`src/rtl/ypof_pkg.sv`:
```
// shared types and constants of the ycbcr parallel output formatter
// assumes one 40 mhz apb clock domain; the link clock arrives as a plain pin
`default_nettype none

package ypof_pkg;

    // register byte offsets
    localparam logic [11:0] YPOF_CTRL_OFS      = 12'h000;
    localparam logic [11:0] YPOF_STAT_OFS      = 12'h004;

    // control field positions
    localparam int          YPOF_CTRL_EN_BIT   = 0;
    localparam int          YPOF_CTRL_MODE_LSB = 1;
    localparam int          YPOF_CTRL_ALN_BIT  = 3;
    localparam int          YPOF_CTRL_SWC_BIT  = 4;
    localparam int          YPOF_CTRL_SWY_BIT  = 5;

    // status field positions
    localparam int          YPOF_STAT_FV_BIT   = 0;
    localparam int          YPOF_STAT_LV_BIT   = 1;
    localparam int          YPOF_STAT_BUSY_BIT = 2;
    localparam int          YPOF_STAT_CNT_LSB  = 4;

    // component code ranges
    localparam logic [7:0]  YPOF_Y8_MIN        = 8'h10;
    localparam logic [7:0]  YPOF_Y8_MAX        = 8'heb;
    localparam logic [7:0]  YPOF_C8_MIN        = 8'h10;
    localparam logic [7:0]  YPOF_C8_MAX        = 8'hf0;
    localparam logic [9:0]  YPOF_Y10_MIN       = 10'h040;
    localparam logic [9:0]  YPOF_Y10_MAX       = 10'h3ac;
    localparam logic [9:0]  YPOF_C10_MIN       = 10'h040;
    localparam logic [9:0]  YPOF_C10_MAX       = 10'h3c0;

    localparam int          YPOF_FIFO_DEPTH    = 8;
    localparam int          YPOF_CNT_W         = 4;

    typedef enum logic [1:0] {
        YPOF_MODE_8  = 2'h0,
        YPOF_MODE_10 = 2'h1,
        YPOF_MODE_16 = 2'h2
    } ypof_mode_t;

    typedef struct packed {
        logic       swap_yc;
        logic       swap_crcb;
        logic       msb_align;
        ypof_mode_t mode;
        logic       enable;
    } ypof_ctrl_t;

    localparam ypof_ctrl_t YPOF_CTRL_RST = '{1'b0, 1'b0, 1'b0, YPOF_MODE_8, 1'b0};

    // one pixel pair from upstream, components in 10-bit codes
    typedef struct packed {
        logic       eof;
        logic       eol;
        logic [9:0] cb;
        logic [9:0] y0;
        logic [9:0] cr;
        logic [9:0] y1;
    } ypof_pair_t;

    localparam int YPOF_PAIR_W = $bits(ypof_pair_t);

    typedef enum logic [3:0] {
        YPOF_ST_IDLE = 4'h1,
        YPOF_ST_SEND = 4'h2,
        YPOF_ST_GAP  = 4'h4,
        YPOF_ST_FEND = 4'h8
    } ypof_state_t;

endpackage

`default_nettype wire

```
`src/rtl/ypof_top.sv`:
```
// ycbcr 4:2:2 parallel output formatter with apb control
// assumes pairs arrive on pclk; link_clk is an asynchronous pin sampled here
//
// What this block does
// - msb alignment: 8-bit words on dout[15:8], 10-bit words on dout[15:6].
// - lsb alignment: 8-bit words on dout[7:0], 10-bit words on dout[9:0].
// - two-clock order Cb, Y0, Cr, Y1; chroma even words, luma odd.
// - 16-bit mode: Cb with Y0, then Cr with Y1, alignment ignored.
// - 8-bit codes: luma held to 16..235, chroma to 16..240.
// - 10-bit codes: luma held to 64..940, chroma to 64..960.
// - any of the three ycc 4:2:2 modes is selectable for progressive output.
// - data goes out with pixel clock, frame valid and line valid.
// - chroma swap exchanges Cb and Cr; luma swap puts Y first; both combine.
// - each component is 8 or 10 bits; a pixel takes two pixel clocks, or one in 16-bit mode.
//
// Implementation choices: the address map and the APB interface to the registers.
`default_nettype none

module ypof_top
    import ypof_pkg::*;
(
    input  wire logic        pclk,
    input  wire logic        presetn,
    input  wire logic        psel,
    input  wire logic        penable,
    input  wire logic        pwrite,
    input  wire logic [11:0] paddr,
    input  wire logic [31:0] pwdata,
    output wire logic [31:0] prdata,
    output wire logic        pready,
    output wire logic        pslverr,
    input  wire logic        in_valid,
    input  wire ypof_pair_t  in_pair,
    output wire logic        in_ready,
    input  wire logic        link_clk,
    output wire logic        pix_clk,
    output wire logic        frame_valid,
    output wire logic        line_valid,
    output wire logic [15:0] dout
);

    ypof_ctrl_t             ctrl_q;
    ypof_ctrl_t             cfg_q;
    ypof_ctrl_t             ocfg_q;
    ypof_pair_t             cur_q;
    ypof_state_t            state_q;
    logic [1:0]             idx_q;
    logic [15:0]            dout_q;
    logic                   lv_q;
    logic                   fv_q;
    logic                   luma_q;
    logic [31:0]            prdata_q;
    logic                   pready_q;
    logic                   pslverr_q;
    logic                   lclk_s1_q;
    logic                   lclk_s2_q;
    logic                   lclk_s3_q;
    logic                   lclk_fall;
    logic                   fifo_valid;
    logic                   fifo_ready;
    ypof_pair_t             fifo_pair;
    logic [YPOF_CNT_W-1:0]  fifo_cnt;
    logic                   luma_sel;
    logic [9:0]             comp;
    logic [9:0]             c_first;
    logic [9:0]             c_second;
    logic [7:0]             cl8;
    logic [9:0]             cl10;
    logic [7:0]             y8;
    logic [7:0]             ch8;
    logic [15:0]            word_d;
    logic [1:0]             last_idx;
    logic                   setup;
    logic                   wr_en;

    function automatic logic [9:0] clamp10(logic [9:0] v, logic [9:0] lo, logic [9:0] hi);
        return (v < lo) ? lo : ((v > hi) ? hi : v);
    endfunction

    function automatic logic [7:0] clamp8(logic [7:0] v, logic [7:0] lo, logic [7:0] hi);
        return (v < lo) ? lo : ((v > hi) ? hi : v);
    endfunction

    // depth 8 absorbs upstream jitter; ready falls when full and stalls the source
    ypof_fifo #(
        .WIDTH (YPOF_PAIR_W),
        .DEPTH (YPOF_FIFO_DEPTH),
        .CW    (YPOF_CNT_W)
    ) u_fifo (
        .clk       (pclk),
        .rst_n     (presetn),
        .in_valid  (in_valid),
        .in_data   (in_pair),
        .in_ready  (in_ready),
        .out_valid (fifo_valid),
        .out_data  (fifo_pair),
        .out_ready (fifo_ready),
        .count     (fifo_cnt)
    );

    assign fifo_ready = (state_q == YPOF_ST_IDLE) && ctrl_q.enable;

    // link clock synchroniser; s2 and s3 feed the edge detector
    always_ff @(posedge pclk or negedge presetn) begin
        if (!presetn) begin
            lclk_s1_q <= 1'b0;
            lclk_s2_q <= 1'b0;
            lclk_s3_q <= 1'b0;
        end else begin
            lclk_s1_q <= link_clk;
            lclk_s2_q <= lclk_s1_q;
            lclk_s3_q <= lclk_s2_q;
        end
    end

    assign lclk_fall = lclk_s3_q && !lclk_s2_q;

    // apb slave: zero wait states, data prepared in setup
    assign setup = psel && !penable;
    assign wr_en = psel && penable && pwrite && pready_q;

    always_ff @(posedge pclk or negedge presetn) begin
        if (!presetn) begin
            pready_q  <= 1'b0;
            pslverr_q <= 1'b0;
            prdata_q  <= 32'h0000_0000;
        end else begin
            pready_q  <= setup;
            pslverr_q <= setup && (paddr != YPOF_CTRL_OFS) && (paddr != YPOF_STAT_OFS);
            if (setup) begin
                prdata_q <= 32'h0000_0000;
                if (!pwrite && paddr == YPOF_CTRL_OFS) begin
                    prdata_q[YPOF_CTRL_SWY_BIT:0] <= ctrl_q;
                end else if (!pwrite && paddr == YPOF_STAT_OFS) begin
                    prdata_q[YPOF_STAT_FV_BIT]   <= fv_q;
                    prdata_q[YPOF_STAT_LV_BIT]   <= lv_q;
                    prdata_q[YPOF_STAT_BUSY_BIT] <= (state_q != YPOF_ST_IDLE);
                    prdata_q[YPOF_STAT_CNT_LSB +: YPOF_CNT_W] <= fifo_cnt;
                end
            end
        end
    end

    always_ff @(posedge pclk or negedge presetn) begin
        if (!presetn) begin
            ctrl_q <= YPOF_CTRL_RST;
        end else if (wr_en && paddr == YPOF_CTRL_OFS) begin
            ctrl_q.enable    <= pwdata[YPOF_CTRL_EN_BIT];
            ctrl_q.msb_align <= pwdata[YPOF_CTRL_ALN_BIT];
            ctrl_q.swap_crcb <= pwdata[YPOF_CTRL_SWC_BIT];
            ctrl_q.swap_yc   <= pwdata[YPOF_CTRL_SWY_BIT];
            // the reserved mode code falls back to 8-bit
            ctrl_q.mode <= (pwdata[YPOF_CTRL_MODE_LSB +: 2] == 2'h3) ? YPOF_MODE_8
                         : ypof_mode_t'(pwdata[YPOF_CTRL_MODE_LSB +: 2]);
        end
    end

    assign c_first  = cfg_q.swap_crcb ? cur_q.cr : cur_q.cb;
    assign c_second = cfg_q.swap_crcb ? cur_q.cb : cur_q.cr;
    assign last_idx = (cfg_q.mode == YPOF_MODE_16) ? 2'h1 : 2'h3;

    always_comb begin
        luma_sel = 1'b0;
        comp     = 10'h000;
        cl8      = 8'h00;
        cl10     = 10'h000;
        y8       = 8'h00;
        ch8      = 8'h00;
        word_d   = 16'h0000;
        luma_sel = idx_q[0] ^ cfg_q.swap_yc;
        if (luma_sel) begin
            comp = idx_q[1] ? cur_q.y1 : cur_q.y0;
        end else begin
            comp = idx_q[1] ? c_second : c_first;
        end
        cl8 = luma_sel ? clamp8(comp[9:2], YPOF_Y8_MIN, YPOF_Y8_MAX)
                       : clamp8(comp[9:2], YPOF_C8_MIN, YPOF_C8_MAX);
        y8  = clamp8(idx_q[0] ? cur_q.y1[9:2] : cur_q.y0[9:2], YPOF_Y8_MIN, YPOF_Y8_MAX);
        ch8 = clamp8(idx_q[0] ? c_second[9:2] : c_first[9:2], YPOF_C8_MIN, YPOF_C8_MAX);
        cl10 = luma_sel ? clamp10(comp, YPOF_Y10_MIN, YPOF_Y10_MAX)
                        : clamp10(comp, YPOF_C10_MIN, YPOF_C10_MAX);
        unique case (cfg_q.mode)
            YPOF_MODE_8: begin
                word_d = cfg_q.msb_align ? {cl8, 8'h00} : {8'h00, cl8};
            end
            YPOF_MODE_10: begin
                word_d = cfg_q.msb_align ? {cl10, 6'h00} : {6'h00, cl10};
            end
            YPOF_MODE_16: begin
                word_d = cfg_q.swap_yc ? {y8, ch8} : {ch8, y8};
            end
            default: begin
                word_d = 16'h0000;
            end
        endcase
    end

    // one pair is two or four words, one per pixel clock
    // config is latched per pair so a register write never splits a pair
    always_ff @(posedge pclk or negedge presetn) begin
        if (!presetn) begin
            state_q <= YPOF_ST_IDLE;
            cfg_q   <= YPOF_CTRL_RST;
            cur_q   <= '0;
            idx_q   <= 2'h0;
        end else begin
            unique case (state_q)
                YPOF_ST_IDLE: begin
                    if (fifo_valid && ctrl_q.enable) begin
                        cur_q   <= fifo_pair;
                        cfg_q   <= ctrl_q;
                        idx_q   <= 2'h0;
                        state_q <= YPOF_ST_SEND;
                    end
                end
                YPOF_ST_SEND: begin
                    if (lclk_fall) begin
                        idx_q <= idx_q + 2'h1;
                        if (idx_q == last_idx) begin
                            state_q <= cur_q.eof ? YPOF_ST_FEND
                                     : (cur_q.eol ? YPOF_ST_GAP : YPOF_ST_IDLE);
                        end
                    end
                end
                YPOF_ST_GAP, YPOF_ST_FEND: begin
                    if (lclk_fall) begin
                        state_q <= YPOF_ST_IDLE;
                    end
                end
            endcase
        end
    end

    // pins change on the falling pixel clock so the receiver samples on the rise
    always_ff @(posedge pclk or negedge presetn) begin
        if (!presetn) begin
            dout_q <= 16'h0000;
            lv_q   <= 1'b0;
            fv_q   <= 1'b0;
            luma_q <= 1'b0;
            ocfg_q <= YPOF_CTRL_RST;
        end else if (lclk_fall) begin
            if (state_q == YPOF_ST_SEND) begin
                dout_q <= word_d;
                lv_q   <= 1'b1;
                fv_q   <= 1'b1;
                luma_q <= luma_sel;
                // cfg_q moves on when the next pair loads while the last word still stands,
                // so the lane checks need the config that went out with this word
                ocfg_q <= cfg_q;
            end else begin
                dout_q <= 16'h0000;
                lv_q   <= 1'b0;
                luma_q <= 1'b0;
                if (state_q == YPOF_ST_FEND) begin
                    fv_q <= 1'b0;
                end
            end
        end
    end

    assign prdata      = prdata_q;
    assign pready      = pready_q;
    assign pslverr     = pslverr_q;
    assign pix_clk     = lclk_s3_q;
    assign frame_valid = fv_q;
    assign line_valid  = lv_q;
    assign dout        = dout_q;
endmodule

`default_nettype wire

```
`src/rtl/ypof_fifo.sv`:
```
// small synchronous fifo with valid/ready on both sides
// assumes both sides run on the same clock
`default_nettype none

module ypof_fifo #(
    parameter int WIDTH = 8,
    parameter int DEPTH = 8,
    parameter int CW    = $clog2(DEPTH + 1)
) (
    input  wire logic             clk,
    input  wire logic             rst_n,
    input  wire logic             in_valid,
    input  wire logic [WIDTH-1:0] in_data,
    output wire logic             in_ready,
    output wire logic             out_valid,
    output wire logic [WIDTH-1:0] out_data,
    input  wire logic             out_ready,
    output wire logic [CW-1:0]    count
);
    localparam int AW = $clog2(DEPTH);

    logic [WIDTH-1:0] mem [DEPTH];
    logic [AW-1:0]    wr_q;
    logic [AW-1:0]    rd_q;
    logic [CW-1:0]    cnt_q;
    logic [CW-1:0]    cnt_d;
    logic             full_q;
    logic             push;
    logic             pop;

    assign push      = in_valid && !full_q;
    assign pop       = out_ready && (cnt_q != '0);
    assign in_ready  = !full_q;
    assign out_valid = (cnt_q != '0);
    assign out_data  = mem[rd_q];
    assign count     = cnt_q;

    always_comb begin
        cnt_d = cnt_q;
        if (push && !pop) begin
            cnt_d = cnt_q + CW'(1);
        end else if (pop && !push) begin
            cnt_d = cnt_q - CW'(1);
        end
    end

    always_ff @(posedge clk) begin
        if (push) begin
            mem[wr_q] <= in_data;
        end
    end

    always_ff @(posedge clk or negedge rst_n) begin
        if (!rst_n) begin
            wr_q   <= '0;
            rd_q   <= '0;
            cnt_q  <= '0;
            full_q <= 1'b0;
        end else begin
            if (push) begin
                wr_q <= (wr_q == AW'(DEPTH - 1)) ? '0 : wr_q + AW'(1);
            end
            if (pop) begin
                rd_q <= (rd_q == AW'(DEPTH - 1)) ? '0 : rd_q + AW'(1);
            end
            cnt_q  <= cnt_d;
            full_q <= (cnt_d == CW'(DEPTH));
        end
    end

endmodule

`default_nettype wire

```
`config.mk`:
```
export PLATFORM = sky130hd
export DESIGN_NAME = ypof_top
export DESIGN_NICKNAME = d
export VERILOG_FILES = /design/src/rtl/ypof_pkg.sv /design/src/rtl/ypof_top.sv /design/src/rtl/ypof_fifo.sv
export SDC_FILE = /design/constraint.sdc
export NUM_CORES = 1
export LEC_CHECK = 0
export CAP_MARGIN = 20
export CORE_UTILIZATION = 50
export DETAILED_ROUTE_END_ITERATION = 7
export DONT_BUFFER_PORTS = 1
export MAX_ROUTING_LAYER = met4
export PLACE_DENSITY_LB_ADDON = 0.05
export RECOVER_POWER = 50
export SYNTH_ARGS = -nofsm -noshare
export SYNTH_HDL_FRONTEND = slang
export SYNTH_SLANG_ARGS = --single-unit
```
`constraint.sdc`:
```
create_clock -name pclk -period 7 [get_ports pclk]
set_clock_uncertainty 0.1 [all_clocks]
set_input_delay 1.4 -clock pclk [delete_from_list [all_inputs] [get_ports pclk]]
set_output_delay 1.4 -clock pclk [all_outputs]
set_load 0.1 [all_outputs]
```
**Word-level counts from Yosys, hierarchy flattened**

Memories as Yosys holds them, arrays and structs flattened. A register that Yosys moved wholly into a read port is not among the register bits.
Index checks and enable logic that the tools add are counted.

- Word-level logic and storage cells: 146
- Register bits: 59
- Memories: 1
- Output and inout bits: 54
- RAM bits: 336

- Eq/ne operators: 18
- Order comparisons: 10
- Bitwise gates (word level): 1
- Mux-type cells: 53
- Reductions and logical operators: 34
- Add/sub/neg operators: 5

Memory list:

| name | words | bits a word | read ports | clocked after memory_dff | wr ports | RTL line | RTL |
|---|---|---|---|---|---|---|---|
| u_fifo.mem | 8 | 42 | 1 | 1 | 1 | ypof_fifo.sv:22 | `logic [WIDTH-1:0] mem [DEPTH];` |

Operators by type and width:

| cell | number |
|---|---|
| two-way mux 10 bit | 10 |
| two-way mux 8 bit | 11 |
| two-way mux 16 bit | 4 |
| one-hot mux 16 bit (3 select lines) | 1 |
| greater-than comparator 8 bit, second input constant | 4 |
| two-way mux 4 bit | 8 |
| less-than comparator 8 x 5 -> 1 bit, second input constant | 3 |
| greater-than comparator 10 bit, second input constant | 2 |
| logical AND 1 bit | 16 |
| two-way mux 3 bit | 5 |
| equality test 12 x 3 -> 1 bit, second input constant | 1 |
| zero test 12 bit | 1 |
| two-way mux 2 bit | 6 |
| != test 12 x 3 -> 1 bit, second input constant | 1 |
| one-hot mux 4 bit (3 select lines) | 1 |
| nonzero test 12 bit | 1 |
| less-than comparator 10 x 7 -> 1 bit, second input constant | 1 |
| equality test 4 bit, second input constant | 2 |
| zero test 1 bit | 7 |
| adder 3 x 1 -> 3 bit, second input constant | 2 |
| equality test 3 bit, second input constant | 2 |
| two-way mux 1 bit | 6 |
| != test 2 bit, second input constant | 3 |
| adder 4 x 1 -> 4 bit, second input constant | 1 |
| 19 further kinds | 22 |

**Longest topological paths before layout**

- Depth in word-level cells: 10
- Gate-level depth with buffers: 9
- Depth with buffers taken out: 8

**Cells and area by module**

A second synthesis with hierarchy kept.

- Cell total of the unflattened synthesis: 1169
- Area, all modules: 18470.2 sq um

By module, submodules not included:

| module | instances | area an instance (sq um) | cells each | seq. area each (sq um) |
|---|---|---|---|---|
| ypof_fifo | 1 | 13257.7 | 554 | 10364.9 |
| ypof_top | 1 | 5212.5 | 615 | 2253.4 |

**Worst setup path before layout**

Ideal clock, no wire load.

- Path kind: input to register
- Start: in in_valid
- End: mem u_fifo.mem[0][0] (netlist name) (enable)
- Required time: 6.407 ns
- Slack: 1.587 ns
- Cell stages on the path: 4
- Library setup time: 0.493 ns
- Data arrival time: 4.819 ns
- Path through: nor2b_1 clkbuf_1 nand2b_1 nor3_1

- Cells in the longest elaborated chain, start to end: 3

Ends and longest elaborated chain:

| item | RTL line | RTL |
|---|---|---|
| from (decl) | ypof_top.sv:32 | `input wire logic in_valid,` |
| logical AND 1 bit | ypof_fifo.sv:31 | `assign push = in_valid && !full_q;` |
| two-way mux 1 bit | ypof_fifo.sv:48 | `if (push) begin` |
| two-way mux 1 bit (not written as such) | ypof_fifo.sv:49 | `mem[wr_q] <= in_data;` |
| to (decl) | ypof_fifo.sv:22 |  |

Every way passes these cells.

**Final worst setup path**

- Start: in in_valid
- End: mem u_fifo.mem[4][3] (netlist name) (enable)

The elaborated chain is that of the path after synthesis.

==> run metrics <==
first-pass GRT wire length 56,000 µm; Die Span Y 192 µm; Hold EP lclk_s2_q; most frequent cells in the layout edfxtp_1, dfrtp_1, nand2_1; FF-to-FF Start idx_q[1]; Hold WC Path Type reg2reg; HPWL Detailed 21,200 µm; switch share 27.1%; # H-tree levels 2; postcts setup bufs 0; sum of negative setup slack 0 ps; post-synth top area cell edfxtp_1; number of synthesized flops with an enable pin 336; Worst Hold Launch lclk_s1_q; placed instance area 18,600 µm²; diode count 0; DP Worst Slack 2800 ps; antenna violations before repair 1; Max Cap Violations 0; cells after synthesis 1,076; CTS resizes 0; die area 37,000 µm²; post-route ant nets 0; vias in the first global route 9,257; synth warn 0; commonest non-fill, non-tap cell in the layout edfxtp_1; critical path's largest stage delay 760 ps; Avg Vias per Cell 5.88; Crit Path Category in2reg; top cell type's share of synthesized area 55.6%; violated checks design-rule violations; Arr. time, crit path 3610 ps; wire per inst 23.4 µm; peak supply drop 0.000224 V; final setup violation count 0; crit-path max FO 22; outcome complete, but fails checks; Pwr Density 327 nW/µm²; layout cell share with drive strength beyond 1 18.6%; mux share of post-synthesis cell area 15.9%; final core utilization 56.2%; post-synthesis xor/xnor area fraction 0.690%; Post-Synth Adder-Cell Area 0.414%; Slew @ Worst Pin 1000 ps; R2R Setup Slk 3640 ps; largest net degree at the start of global routing 103; RePlAce Congestion 0.879; Starting Density 50.9%; fillers 2,766; compound-cell area share of the yosys netlist 5.93%; critical path's slowest cell nor2_4; RR Endpoint dout[0]; gr usage total 21.4%; 1st-iter DRT viols 724; Skew-Pair Late Insertion Delay 570 ps; Die W 192 µm; Setup crit end kind flop; slack of the critical path 3500 ps; CORE AREA 35,700 µm²; clk slew on worst S/H paths 60 ps; Yosys reg bits 437; worst-case reg-to-reg path depth 7; IO Pins 147; NetSw 1.78 mW; max frequency 0.286 GHz; row count 69; Area contributors post-synth edfxtp_1, dfrtp_1, mux4_2, mux2i_1, nand2_1; min Tclk post-route 3500 ps; Final period util 50.0%; main combinational cell family by area after synthesis multiplexers; RSZ-0062 raised after global routing no; ys flop type edfxtp_1; final hold violation count 0; DR vias 9,289; fraction of registers with async set/reset 23.1%; # port buffers 0; Hold Path Depth 0; Synth Area in Simple Gates 4.97%; Comb power frac 13.4%; drt drc 34; Slew headroom 33.1%; hold_buf cts 0; Leakage 6.74 nW; clk root buf clkbuf_16; TritonCTS clock tree built; Avg Inst Size Synth 16.9 µm²; total power draw 6.56 mW; nets 1,182; Bufs on Longest Clock Path 3; TritonCTS Buffers 47; Flop pwr share 51.3%; clk sink count 437; Int Pwr 4.78 mW; sequential fraction of the synthesis area 69.6%; synthesis-to-finish area growth 10.5%; total gr overflow 0; Startpoint Class input pin; Routed WL 37,000 µm; design area 20,000 µm²; cell area after synthesis 18,100 µm²; Slew Limit Fails 0; Clock power frac 35.4%; CP Data Required Time 7110 ps; DRT Pass-1 Iters 7; Critical Path, Cell by Cell nor2b_1 > nand2b_1 > nor2_4 > buf_4; Unique masters post-synth 70
## synth_stat cells, types with 15 or more instances
| cell type | instances |
|---|---|
| clkbuf_1 | 36 |
| nor2_1 | 28 |
| dfrtp_1 | 100 |
| nand2_1 | 89 |
| a21oi_1 | 18 |
| mux4_2 | 84 |
| mux2i_1 | 73 |
| nor3_1 | 15 |
| buf_4 | 25 |
| mux2_2 | 18 |
| edfxtp_1 | 336 |
| o21ai_0 | 64 |
## state kept, by name, indices dropped and copies added, names as in the netlist
register       flops
line_valid         1
prdata             8
ctrl_q             6
dout              16
pslverr            1
lclk_s1_q          1
idx_q              2
pix_clk            1
frame_valid        1
pready             1
u_fifo.wr_q        3
cfg_q              5
u_fifo.count       4
u_fifo.full_q      1
cur_q             42
lclk_s2_q          1
u_fifo.mem       336
state_q            4
u_fifo.rd_q        3
## how the worst max path moves through the flow
stage | end | depth (start not counted) | startpoint | slack, ps
CTS | u_fifo.mem[4][2] | 4 | in_valid | 3390
global route | u_fifo.mem[4][3] | 4 | in_valid | 3310
detailed placement | u_fifo.mem[4][2] | 4 | in_valid | 2800
global placement | u_fifo.mem[4][23] | 4 | in_valid | 2840
finish | u_fifo.mem[4][3] | 4 | in_valid | 3500
floorplan | u_fifo.mem[0][0] | 4 | in_valid | 1590
## power groups by stage
stage | clock [mW] | sequential, mW | combinational (mW)
detailed placement | 0 | 3.42 | 0.898
finish | 2.32 | 3.36 | 0.877
floorplan | 0 | 3.37 | 0.669
global placement | 0 | 3.41 | 0.892
global route | 2.47 | 3.39 | 0.954
CTS | 2.38 | 3.37 | 0.900
## per-stage QoR
stage               hold slack, ps  instances
finish                         275       1579
global placement               275       1495
floorplan                      231       1099
global route                   297       1579
detailed placement             273       1495
CTS                            286       1579
## area by class of cell
cell class	instances	area, µm²	area share (%)
Sequential cell	437	12600	63.0
Multi-Input combinational cell	569	5210	26.0
Clock buffer	63	1280	6.37
Tap cell	461	577	2.88
Clock inverter	21	168	0.837
Timing Repair Buffer	14	118	0.587
Inverter	14	52.6	0.262
## metal layers
layer / track usage, % / vias to the layer above / routed length (µm)
li1: - / 4211 / -
met1: 29.2 / 4787 / 16700
met2: 32.6 / 238 / 17500
met3: 4.89 / 53 / 2080
met4: 5.27 / 0 / 667
met5: - / - / 0
## cell families after synthesis
family | count (synthesis)
flops | 437
xor+xnor | 10
buf+inv | 93
compound gates | 163
mux | 178
simple gates | 188
fa+ha+maj | 6
other cells | 1
## critical path: cells and delay by family
| family | cells | cell delay (ps) |
|---|---|---|
| buffers and inverters | 1 | 500 |
| and+or+nand+nor | 3 | 1660 |
Note: power is estimated with default switching activity, not from simulation.
